### src/tpc_cfg.svh
// touch probe capture: object indices, control and status bit positions
// assumes inclusion by the package and the capture module
`ifndef TPC_CFG_SVH
`define TPC_CFG_SVH

`define TPC_IDX_CTRL      16'h60b8
`define TPC_IDX_STAT      16'h60b9
`define TPC_IDX_P1_RISE   16'h60ba
`define TPC_IDX_P1_FALL   16'h60bb
`define TPC_IDX_P2_RISE   16'h60bc
`define TPC_IDX_P2_FALL   16'h60bd
`define TPC_CTRL_RST      16'h0000
`define TPC_CTRL_WMASK    16'h3737
`define TPC_CH2_BASE      8
`define TPC_B_EN          0
`define TPC_B_CONT        1
`define TPC_B_SRC         2
`define TPC_B_RISE        4
`define TPC_B_FALL        5
`define TPC_S_EN          0
`define TPC_S_RISE        1
`define TPC_S_FALL        2

`endif

### src/tpc_pkg.sv
// touch probe capture: shared types
// assumes tpc_cfg.svh on the include path
`include "tpc_cfg.svh"
package tpc_pkg;
    typedef struct packed {
        logic fall_en;
        logic rise_en;
        logic src_index;
        logic continuous;
        logic enable;
    } tpc_chan_cfg_t;

    typedef struct packed {
        logic fall_seen;
        logic rise_seen;
    } tpc_chan_flags_t;
endpackage

### src/tpc_capture.sv
// touch probe capture: two channels, control, status and four position holders
// assumes process data arrives as one-cycle index/data writes and index reads
`timescale 1ns/100ps
`default_nettype none
`include "tpc_cfg.svh"

// Functional notes
// - control bit 0 enables channel one; bit 1 picks single or continuous
// - single mode captures once per edge kind until re-armed
// - control bit 2 picks probe one input or encoder index for channel one
// - bits 4 and 5 enable rising and falling capture; bits 3,6,7 reserved
// - bit 8 enables channel two; bit 9 picks single or continuous
// - bit 10 picks probe two input or encoder index for channel two
// - bits 12 and 13 enable channel two edges; bits 11,14,15 reserved
// - status bit 0 shows channel one enable; bit 1 its rising latch
// - status bit 2 shows channel one falling edge latched
// - status bit 8 shows channel two enable; bit 9 its rising latch
// - status bit 10 shows channel two falling latch; other bits zero
// - channel one falling edge stores current position as signed 32 bits
// - channel two rising edge stores current position in its own holder
module tpc_capture
    import tpc_pkg::*;
(
    // clock and reset
    input  wire logic        sys_clk,
    input  wire logic        rst,
    // process data access
    input  wire logic        pd_wr,
    input  wire logic [15:0] pd_wr_index,
    input  wire logic [15:0] pd_wr_data,
    input  wire logic [15:0] pd_rd_index,
    output logic      [31:0] pd_rd_data,
    // probe and encoder inputs
    input  wire logic        probe1_in,
    input  wire logic        probe2_in,
    input  wire logic        enc_index,
    input  wire logic signed [31:0] pos_feedback,
    // status straight out
    output logic      [15:0] status_word
);

    logic [15:0]             ctrl_q, ctrl_d;
    logic [1:0]              s1_q, s1_d;
    logic [1:0]              s2_q, s2_d;
    logic [1:0]              si_q, si_d;
    logic [1:0]              trig_q, trig_d;
    tpc_chan_flags_t [1:0]   flg_q, flg_d;
    logic signed [31:0]      pos_q [4];
    logic signed [31:0]      pos_d [4];
    logic [15:0]             stat_d;
    logic [31:0]             rd_d;
    tpc_chan_cfg_t [1:0]     cfg;
    tpc_chan_cfg_t [1:0]     cfg_nxt;
    logic                    ctrl_wr;
    logic [1:0]              rise, fall;

    function automatic tpc_chan_cfg_t get_cfg(input logic [15:0] c, input int base);
        tpc_chan_cfg_t r;
        r.enable     = c[base + `TPC_B_EN];
        r.continuous = c[base + `TPC_B_CONT];
        r.src_index  = c[base + `TPC_B_SRC];
        r.rise_en    = c[base + `TPC_B_RISE];
        r.fall_en    = c[base + `TPC_B_FALL];
        return r;
    endfunction

    assign cfg[0]     = get_cfg(ctrl_q, 0);
    assign cfg[1]     = get_cfg(ctrl_q, `TPC_CH2_BASE);
    assign cfg_nxt[0] = get_cfg(ctrl_d, 0);
    assign cfg_nxt[1] = get_cfg(ctrl_d, `TPC_CH2_BASE);
    assign ctrl_wr    = pd_wr && (pd_wr_index == `TPC_IDX_CTRL);

    always_comb begin
        ctrl_d = ctrl_q;
        if (ctrl_wr) begin
            ctrl_d = pd_wr_data & `TPC_CTRL_WMASK;
        end
        // two-flop synchronisers; only stage two leaves the chain
        s1_d      = {s1_q[0], probe1_in};
        s2_d      = {s2_q[0], probe2_in};
        si_d      = {si_q[0], enc_index};
        trig_d[0] = cfg[0].src_index ? si_q[1] : s1_q[1];
        trig_d[1] = cfg[1].src_index ? si_q[1] : s2_q[1];
        for (int c = 0; c < 2; c++) begin
            rise[c] = trig_d[c] & ~trig_q[c];
            fall[c] = ~trig_d[c] & trig_q[c];
        end
        flg_d = flg_q;
        for (int k = 0; k < 4; k++) begin
            pos_d[k] = pos_q[k];
        end
        // control write re-arms channels that are to run in single mode
        if (ctrl_wr) begin
            for (int c = 0; c < 2; c++) begin
                if (!cfg_nxt[c].continuous) begin
                    flg_d[c] = '0;
                end
            end
        end
        // a capture in the re-arm cycle still sets its flag
        for (int c = 0; c < 2; c++) begin
            if (!cfg[c].enable || !cfg_nxt[c].enable) begin
                flg_d[c] = '0;
            end else begin
                // single mode holds after first capture of that edge
                if (rise[c] && cfg[c].rise_en &&
                    (cfg[c].continuous || !flg_d[c].rise_seen)) begin
                    flg_d[c].rise_seen = 1'b1;
                    pos_d[2*c]         = pos_feedback;
                end
                if (fall[c] && cfg[c].fall_en &&
                    (cfg[c].continuous || !flg_d[c].fall_seen)) begin
                    flg_d[c].fall_seen = 1'b1;
                    pos_d[2*c+1]       = pos_feedback;
                end
            end
        end
        stat_d = 16'h0000;
        stat_d[`TPC_S_EN]                   = cfg_nxt[0].enable;
        stat_d[`TPC_S_RISE]                 = flg_d[0].rise_seen;
        stat_d[`TPC_S_FALL]                 = flg_d[0].fall_seen;
        stat_d[`TPC_CH2_BASE + `TPC_S_EN]   = cfg_nxt[1].enable;
        stat_d[`TPC_CH2_BASE + `TPC_S_RISE] = flg_d[1].rise_seen;
        stat_d[`TPC_CH2_BASE + `TPC_S_FALL] = flg_d[1].fall_seen;
        unique case (pd_rd_index)
            `TPC_IDX_CTRL:    rd_d = {16'h0000, ctrl_q};
            `TPC_IDX_STAT:    rd_d = {16'h0000, status_word};
            `TPC_IDX_P1_RISE: rd_d = pos_q[0];
            `TPC_IDX_P1_FALL: rd_d = pos_q[1];
            `TPC_IDX_P2_RISE: rd_d = pos_q[2];
            `TPC_IDX_P2_FALL: rd_d = pos_q[3];
            default:          rd_d = 32'h0000_0000;
        endcase
    end

    always_ff @(posedge sys_clk) begin
        if (rst) begin
            ctrl_q      <= `TPC_CTRL_RST;
            s1_q        <= 2'h0;
            s2_q        <= 2'h0;
            si_q        <= 2'h0;
            trig_q      <= 2'h0;
            flg_q       <= '0;
            status_word <= 16'h0000;
            pd_rd_data  <= 32'h0000_0000;
            for (int k = 0; k < 4; k++) begin
                pos_q[k] <= 32'h0000_0000;
            end
        end else begin
            ctrl_q      <= ctrl_d;
            s1_q        <= s1_d;
            s2_q        <= s2_d;
            si_q        <= si_d;
            trig_q      <= trig_d;
            flg_q       <= flg_d;
            status_word <= stat_d;
            pd_rd_data  <= rd_d;
            for (int k = 0; k < 4; k++) begin
                pos_q[k] <= pos_d[k];
            end
        end
    end

    // checks
    chk_disable_clears: assert property (
        @(posedge sys_clk) disable iff (rst)
        !ctrl_q[`TPC_B_EN] |=> status_word[2:1] == 2'b00)
        else $error("channel one flags survive disable");
    chk_rise_disabled: assert property (
        @(posedge sys_clk) disable iff (rst)
        !ctrl_q[`TPC_B_RISE] && !flg_q[0].rise_seen && !$past(pd_wr)
        |=> !flg_q[0].rise_seen)
        else $error("rising flag set while rising edge disabled");
    chk_fall_capture: assert property (
        @(posedge sys_clk) disable iff (rst)
        cfg[0].enable && cfg[0].fall_en && fall[0] && !flg_q[0].fall_seen && !pd_wr
        |=> pos_q[1] == $past(pos_feedback) && status_word[2])
        else $error("channel one falling capture missed");
    chk_ch2_rise: assert property (
        @(posedge sys_clk) disable iff (rst)
        cfg[1].enable && cfg[1].rise_en && rise[1] && !flg_q[1].rise_seen && !pd_wr
        |=> pos_q[2] == $past(pos_feedback) && pos_q[3] == $past(pos_q[3]))
        else $error("channel two rising capture wrong");
    chk_single_hold: assert property (
        @(posedge sys_clk) disable iff (rst)
        cfg[0].enable && !cfg[0].continuous && flg_q[0].rise_seen && !pd_wr
        |=> pos_q[0] == $past(pos_q[0]))
        else $error("single mode recaptured");
    chk_status_zero: assert property (
        @(posedge sys_clk) disable iff (rst)
        status_word[7:3] == 5'h00 && status_word[15:11] == 5'h00)
        else $error("reserved status bits set");
    chk_enable_echo: assert property (
        @(posedge sys_clk) disable iff (rst)
        pd_wr && pd_wr_index == `TPC_IDX_CTRL |=> status_word[0] == $past(pd_wr_data[0])
        && status_word[8] == $past(pd_wr_data[8]))
        else $error("status enable bits do not follow control");
    chk_src_index: assert property (
        @(posedge sys_clk) disable iff (rst)
        cfg[1].enable && cfg[1].src_index && cfg[1].rise_en && !flg_q[1].rise_seen
        && !pd_wr && $stable(ctrl_q) && $rose(si_q[1]) |=> flg_q[1].rise_seen)
        else $error("channel two index rise not latched");
    chk_ctrl_mask: assert property (
        @(posedge sys_clk) disable iff (rst)
        (ctrl_q & ~`TPC_CTRL_WMASK) == 16'h0000)
        else $error("reserved control bits stored");
    cov_ch1_fall: cover property (@(posedge sys_clk) status_word[2]);
    cov_ch2_rise: cover property (@(posedge sys_clk) status_word[9]);
    cov_ch2_fall: cover property (@(posedge sys_clk) status_word[10]);
    cov_rearm: cover property (@(posedge sys_clk) ctrl_wr && flg_q[0].rise_seen);
    cov_cont_two: cover property (@(posedge sys_clk)
        cfg[0].continuous && rise[0] && flg_q[0].rise_seen);

endmodule

`default_nettype wire

### config.mk
export PLATFORM = sky130hd
export DESIGN_NAME = tpc_capture
export DESIGN_NICKNAME = d
export VERILOG_FILES = /design/src/tpc_pkg.sv /design/src/tpc_capture.sv
export VERILOG_INCLUDE_DIRS = /design/src /design/src/src
export SDC_FILE = /design/constraint.sdc
export NUM_CORES = 1
export LEC_CHECK = 0
export ABC_AREA = 1
export BUFFER_PORTS_ARGS = -buffer_cell sky130_fd_sc_hd__clkbuf_2
export CORE_MARGIN = 2
export CORE_UTILIZATION = 30
export DETAILED_ROUTE_END_ITERATION = 8
export HOLD_SLACK_MARGIN = 0.12
export SLEW_MARGIN = 20
export SYNTH_ARGS = -nofsm -noshare
export SYNTH_HDL_FRONTEND = slang
export SYNTH_SLANG_ARGS = --single-unit
### constraint.sdc
create_clock -name sys_clk -period 1.45 [get_ports sys_clk]
set_input_delay 0.0725 -clock sys_clk [delete_from_list [all_inputs] [get_ports sys_clk]]
set_output_delay 0.0725 -clock sys_clk [all_outputs]
set_load 0.05 [all_outputs]
==> results of run 1 <==
[per-layer routing]
layer  global-route usage  vias to the layer above  part of all wire
met5                    0                        -                 0
met4               0.0495                        0             0.018
met3               0.0287                       41             0.053
met2                0.291                      272              0.49
met1                0.227                     4210              0.44
li1                     -                     4418                 -
[power groups by stage]
stage	Combinational, mW	Sequential, mW	Clock, mW
after global placement	0.546	5.12	0
after detailed placement	0.550	5.12	0
after floorplan	0.349	5.12	0
final	0.669	5.01	4.75
after global routing	0.737	5.01	5.05
after CTS	0.654	5.01	4.80
[worst max-delay path, stage by stage, from the launching register on]
cell       delay, ns
dfxtp_2         0.35
inv_2           0.04
nand2_2         0.06
nand2_2         0.06
inv_2           0.08
nand3_4         0.09
nor2_4          0.13
buf_12          0.18
clkbuf_16       0.18
nand3_2         0.05
nand2_1         0.07
nor2_1          0.04
[timing repair]
| item | CTS | global route |
|---|---|---|
| resized for setup | 13 | 64 |
| setup endpoints to repair | 90 | 127 |
| buffers inserted | 3 | 3 |
| cloned | 4 | 15 |
| pin swaps | 3 | 4 |
| hold endpoints to repair | 141 | 0 |
| hold buffers | 47 | 0 |
[registers in the layout (all words and copies together), names as in the netlist]
register / flops
s2_q: 2
si_q: 2
s1_q: 2
pos_q: 128
pd_rd_data: 32
ctrl_q: 8
trig_q: 2
status_word: 6
[cells in the mapped netlist, drive strengths merged]
cell type	number
nand3	234
or2	1
nor2	257
clkbuf	14
dfxtp	182
nand4	31
a21oi	142
nand3b	3
nor4	1
nand2	189
conb	1
buf	88
inv	97
o21ai	10
[cells by family (layout without fill, tap and decap cells)]
logic type,count (synthesis),after routing,synth area share
other cells,1,10,0.000414
simple gates,716,716,0.379
flops,182,182,0.402
compound gates,152,152,0.0840
buf+inv,199,390,0.134
[metrics by stage]
stage / hold WS (ns) / std cells / total power [mW]
2_1_floorplan: 0.179 / 1259 / 5.47
3_3_place_gp: 0.271 / 1736 / 5.67
3_5_place_dp: 0.271 / 1736 / 5.67
4_1_cts: 0.144 / 1822 / 10.5
5_1_grt: 0.189 / 1840 / 10.8
6_report: 0.152 / 1840 / 10.4
[final timing paths]
path | start | to | slack, ns
worst max-delay path | ctrl_q[2]$_SDFFE_PP0N_ | pos_q[1][31]$_SDFFE_PP0P_ | -0.009
worst min-delay path | pd_wr_index[15] | status_word[0]$_SDFF_PP0_ | 0.15
worst max register to register | ctrl_q[2]$_SDFFE_PP0N_ | pos_q[1][31]$_SDFFE_PP0P_ | -0.009
worst min register to register | si_q[0]$_SDFF_PP0_ | si_q[1]$_SDFF_PP0_ | 0.40
[area by class of cell]
type                    count  area [um^2]
well taps                 390          488
inverters                  97          367
fillers                  2981        17500
repair buffers            261         2530
flip-flops and latches    182         3650
clock inverters            15          160
clock buffers              17          425
multi-input cells         878         4550
==> metrics.md, run 1 <==
| Metric | Value |
|---|---|
| Initial DRC Count | 761 |
| First-pass GRT wire length | 43,000 um |
| WP data arrival | 1.79 ns |
| Pwr per Cell Area | 857 nW/um^2 |
| Min Tclk post-route | 1.46 ns |
| Worst Path Max Fanout | 9 |
| Crit Path Class | reg -> reg |
| Largest cells by area after synthesis | dfxtp_1 40%, nand3_1 12%, nor2_1 8.3% |
| Number of global-route vias before repair | 8,048 |
| Syn_area_per_cell | 7.24 um^2 |
| ANT nets after route | 0 |
| R2R cell count | 11 |
| Clock Skew | 0.0178 ns |
| Crit end category | flop |
| CTS H-tree lvls | 4 |
| Setup TNS | -0.0361 ns |
| Detailed Routing Iterations Pass 1 | 5 |
| Area Overhead vs Synth | 34.4% |
| Number of setup violations in the final report | 5 |
| Yosys warnings | 0 |
| Initial antenna violation count | 0 |
| CTS Buf Count | 17 |
| Count of different cell masters after synthesis | 25 |
| Via count | 8,941 |
| Synth top area share | 0.402 |
| #FFs+latches synth | 182 |
| Via density | 4.86 |
| CP startpoint kind | flop |
| Power share of the clock group | 0.456 |
| Sequential element share of the synthesized area | 0.402 |
| GRT Util Overall | 0.173 |
| Final Util | 0.410 |
| Seq pwr share | 0.480 |
| I/O Pins | 134 |
| Hold Crit Class | in -> reg |
| # clock sinks | 182 |
| Switching fraction of total power | 0.260 |
| Reg clk slew, reported paths | 0.08 ns |
| DIE AREA | 31,600 um^2 |
| Buffers on Ports | 117 |
| Fmax | 685 MHz |
| Core area | 29,700 um^2 |
| Proportion of layout cells with a drive suffix above 1 | 0.274 |
| Fin nets | 1,523 |
| Ant. Diodes | 0 |
| Slew Limit Fails | 0 |
| Hold depth | 5 |
| CTS max path bufs | 2 |
| Die width | 178 um |
| Pin count of the biggest net entering global routing | 70 |
| Failing checks | setup timing |
| Synthesized instance count | 1,250 |
| Routed len/inst | 15.9 um |
| VDD IR max | 0.811 mV |
| Setup ws final | -0.00917 ns |
| Gate power share | 0.064 |
| RSZ-0062 raised after global routing | yes |
| Static leakage | 4.91 nW |
| Max_cap viols | 0 |
| Initial Util | 0.305 |
| Status | complete, but fails checks |
| NetSw | 2.71 mW |
| Commonest non-fill, non-tap cell in the layout | nor2_1 |
| Final hold violations | 0 |
| Post-Layout Inst Area | 12,200 um^2 |
| Clk_lat worst skew | 0.45 ns |
| Total wire length | 29,300 um |
| Critical Path RT | 1.78 ns |
| Area of the mapped netlist | 9050 um^2 |
| Pre-CTS setup slack | -0.0777 ns |
| DP HPWL | 17,400 um |
| Tcrit/Tclk final | 1.01 |
| Internal Dissipation | 7.71 mW |
| CTS tree | done |
| Root Driver | clkbuf_16 |
| Final Wtd Congestion | 0.795 |
| Die Height | 178 um |
| Most frequent cells in the layout | 201 x nor2_1, 180 x nand2_1, 179 x dfxtp_1 |
| Row count | 63 |
| Placed Area | 10,300 um^2 |
| Yosys top cell by area | dfxtp_1 |
| DRC Markers | 0 |
| Total gr overflow | 0 |
(Power assumes the default switching activity.)
==> run 2, diff against run 1 <==
--- a/config.mk
+++ b/config.mk
@@ -8,10 +8,12 @@
 export LEC_CHECK = 0
 export ABC_AREA = 1
 export BUFFER_PORTS_ARGS = -buffer_cell sky130_fd_sc_hd__clkbuf_2
+export CAP_MARGIN = 20
 export CORE_MARGIN = 2
 export CORE_UTILIZATION = 30
 export DETAILED_ROUTE_END_ITERATION = 8
 export HOLD_SLACK_MARGIN = 0.12
+export PLACE_DENSITY = 0.58
 export SLEW_MARGIN = 20
 export SYNTH_ARGS = -nofsm -noshare
 export SYNTH_HDL_FRONTEND = slang
==> run 2 against run 1 <==
Sequential power barely moved. Flip-flop and latch count did not move. Clock skew fell by 0.0032 ns. Power rose by 2.6%. Via count barely moved. Largest cell class unchanged. Sequential share of layout area fell by 0.11 points. Non-clock buffer count rose by 7. The run still ends with setup timing left. Critical path depth did not move. Combinational power rose by 3.1%.
==> metrics.md, run 2 (synthesis results as in run 1) <==
| Metric | Value |
|---|---|
| Status | complete, but fails checks (unchanged) |
| Failing checks | setup timing (unchanged) |
| Cell count after placement | 1,741 (was 1,736) |
| Number of global-route vias before repair | 8,117 (was 8,048) |
| Final Non-Filler Cells | 1,847 (was 1,840) |
| GRT Util Overall | 0.176 (was 0.173) |
| Max_cap viols | 0 (unchanged) |
| Clock Skew | 0.0146 ns (was 0.0178 ns) |
| WHS | 0.123 ns (was 0.152 ns) |
| Hold Crit Class | in -> reg (unchanged) |
| # clock sinks | 182 (unchanged) |
| Multi-input logic area | 4640 um^2 (was 4550 um^2) |
| CTS max path bufs | 2 (unchanged) |
| Area Overhead vs Synth | 34.9% (was 34.4%) |
| DP HPWL | 17,300 um (was 17,400 um) |
| Via density | 4.84 (was 4.86) |
| VDD IR max | 0.731 mV (was 0.811 mV) |
| Min Tclk post-route | 1.47 ns (was 1.46 ns) |
| Crit end category | flop (unchanged) |
| Die Height | 178 um (unchanged) |
| Fmax | 679 MHz (was 685 MHz) |
| Fin nets | 1,530 (was 1,523) |
| Final Wtd Congestion | 0.808 (was 0.795) |
| Most frequent cells in the layout | 200 x nor2_1, 180 x dfxtp_1, 178 x nand2_1 (was 201 x nor2_1, 180 x nand2_1, 179 x dfxtp_1) |
| Worst path top cell family by delay | simple AND/OR/NAND/NOR gates (unchanged) |
| Number of setup violations in the final report | 4 (was 5) |
| Commonest non-fill, non-tap cell in the layout | nor2_1 (unchanged) |
| Slowest stage delay, CP | 0.35 ns (about the same) |
| Detailed Routing Iterations Pass 1 | 5 (unchanged) |
| Biggest register | pos_q (unchanged) |
| Hold Path Sink | ctrl_q[5]$_SDFFE_PP0N_ (was status_word[0]$_SDFF_PP0_) |
| Proportion of layout cells with a drive suffix above 1 | 0.289 (was 0.274) |
| Critical-path top delay cell | dfxtp_2 (unchanged) |
| Initial DRC Count | 776 (was 761) |
| DRC Markers | 0 (unchanged) |
| Crit Path Class | reg -> reg (unchanged) |
| Register area | 3650 um^2 (about the same) |
| Tcrit/Tclk final | 1.02 (was 1.01) |
| CTS Buf Count | 17 (unchanged) |
| Hold depth | 5 (unchanged) |
| Met3 Usage GRT | 0.0296 (was 0.0287) |
| Initial Util | 0.305 (unchanged) |
| WP depth | 11 (unchanged) |
| Routed len/inst | 15.6 um (was 15.9 um) |
| Worst Path Max Fanout | 7 (was 9) |
| Max FFs per register | 128 (unchanged) |
| Reg-to-reg endpoint | pos_q[1][3]$_SDFFE_PP0P_ (was pos_q[1][31]$_SDFFE_PP0P_) |
| ANT nets after route | 0 (unchanged) |
| RSZ-0062 raised after global routing | yes (unchanged) |
| CTS tree | done (unchanged) |
| Crit-path cells | inv_2, nand2_2, nand2_2, inv_2, nand3_4, nor2_4, buf_6, clkbuf_16, nand3_2, nand2_1, nor2_1 (was inv_2, nand2_2, nand2_2, inv_2, nand3_4, nor2_4, buf_12, clkbuf_16, nand3_2, nand2_1, nor2_1) |
| FF-to-FF setup slack | -0.02 ns (was -0.009 ns) |
| GR peak layer | met2 (unchanged) |
| Total wire length | 28,800 um (was 29,300 um) |
| HP Start | pd_wr_index[11] (was pd_wr_index[15]) |
| Final hold violations | 0 (unchanged) |
| R2R cell count | 11 (unchanged) |
| Die width | 178 um (unchanged) |
| Reg clk slew, reported paths | 0.07 ns (was 0.08 ns) |
| Setup TNS | -0.0297 ns (was -0.0361 ns) |
| Root Driver | clkbuf_16 (unchanged) |
| Reg-to-Reg Start | ctrl_q[2]$_SDFFE_PP0N_ (unchanged) |
| Grt met2 use | 0.298 (was 0.291) |
| Core area | 29,700 um^2 (unchanged) |
| Static leakage | 4.92 nW (was 4.91 nW) |
| Pin count of the biggest net entering global routing | 61 (was 70) |
| Slew Limit Fails | 0 (unchanged) |
| WP data arrival | 1.80 ns (was 1.79 ns) |
| Total gr overflow | 0 (unchanged) |
| I/O Pins | 134 (unchanged) |
| Setup ws final | -0.0230 ns (was -0.00917 ns) |
| Via count | 8,943 (was 8,941) |
| Met1 Use GR | 0.230 (was 0.227) |
| Clk_lat worst skew | 0.44 ns (was 0.45 ns) |
| Row count | 63 (unchanged) |
| Critical Path RT | 1.77 ns (was 1.78 ns) |
| Final Power | 10.7 mW (was 10.4 mW) |
| CP startpoint kind | flop (unchanged) |
| Initial antenna violation count | 0 (unchanged) |
| Pre-CTS setup slack | -0.185 ns (was -0.0777 ns) |
| Largest regs | pos_q: 128 flops, pd_rd_data: 32 flops, ctrl_q: 8 flops (unchanged) |
| First-pass GRT wire length | 43,500 um (was 43,000 um) |
| DIE AREA | 31,600 um^2 (unchanged) |
| Buffers on Ports | 117 (unchanged) |
| CTS H-tree lvls | 4 (unchanged) |
| Ant. Diodes | 0 (unchanged) |
| Fill count | 3,049 (was 2,981) |
| Pwr per Cell Area | 876 nW/um^2 (was 857 nW/um^2) |
| Worst Path Buf+Inv | 4 (unchanged) |
-- run 2: cell count changes in the layout (fill, tap and decap cells not counted), moves of 3 or more --
cell | previous run | this run
buf_4 | 42 | 55
nand3_1 | 167 | 158
nand3_2 | 60 | 68
a21oi_1 | 140 | 133
a21oi_2 | 2 | 9
clkinv_2 | 0 | 5
buf_12 | 34 | 30
clkbuf_16 | 29 | 25
inv_8 | 4 | 1
nand2_2 | 5 | 8
-- run 2: tightest hold or removal path, cell delays in order --
cell,delay (ns)
clkbuf_2,0.09
nor4_1,0.05
nand3b_1,0.07
buf_4,0.17
a21oi_1,0.07
-- run 2: worst max-delay path by stage --
stage	start	slack (ns)	to
CTS	ctrl_q[2]$_SDFFE_PP0N_	0.002	pos_q[1][10]$_SDFFE_PP0P_
finish	ctrl_q[2]$_SDFFE_PP0N_	-0.02	pos_q[1][3]$_SDFFE_PP0P_
floorplan	status_word[1]$_SDFF_PP0_	0.02	pos_q[0][30]$_SDFFE_PP0P_
detailed placement	pd_rd_index[11]	-0.18	pd_rd_data[13]$_SDFF_PP0_
global placement	pd_rd_index[12]	-0.18	pd_rd_data[13]$_SDFF_PP0_
global route	ctrl_q[2]$_SDFFE_PP0N_	-0.11	pos_q[1][28]$_SDFFE_PP0P_
-- run 2: metrics by stage --
step	cell area [um^2]	util
floorplan	9090	-
global placement	10200	0.345
detailed placement	10200	0.345
CTS	11600	0.389
global route	12200	0.411
finish	12200	0.411
-- run 2: repair_timing --
| action | in CTS | in global routing |
|---|---|---|
| buffers inserted | 9 | 7 |
| endpoints found under the setup margin | 68 | 128 |
| hold buffers | 49 | 0 |
| gates cloned | 4 | 8 |
| gates resized for setup | 11 | 92 |
| endpoints found under the hold margin | 144 | 0 |
| pin swaps | 3 | 20 |
-- run 2: power breakdown --
part / switching [mW] / total (mW) / internal, mW
Combinational: 0.417 / 0.690 / 0.274
Sequential: 0.00404 / 5.01 / 5.00
Clock: 2.17 / 5.01 / 2.83
Total: 2.59 / 10.7 / 8.11
-- run 2: metal layers --
| metal | part of all wire | routed length, um |
|---|---|---|
| met5 | 0 | 0 |
| met4 | 0.013 | 363 |
| met3 | 0.051 | 1460 |
| met2 | 0.48 | 13800 |
| met1 | 0.46 | 13200 |
-- run 2: layout make-up --
| type | count | area share |
|---|---|---|
| clock buffers | 19 | 0.0371 |
| clock inverters | 13 | 0.0135 |
| inverters | 97 | 0.0299 |
| multi-input cells | 878 | 0.380 |
| flip-flops and latches | 182 | 0.298 |
| well taps | 390 | 0.0399 |
| repair buffers | 268 | 0.201 |
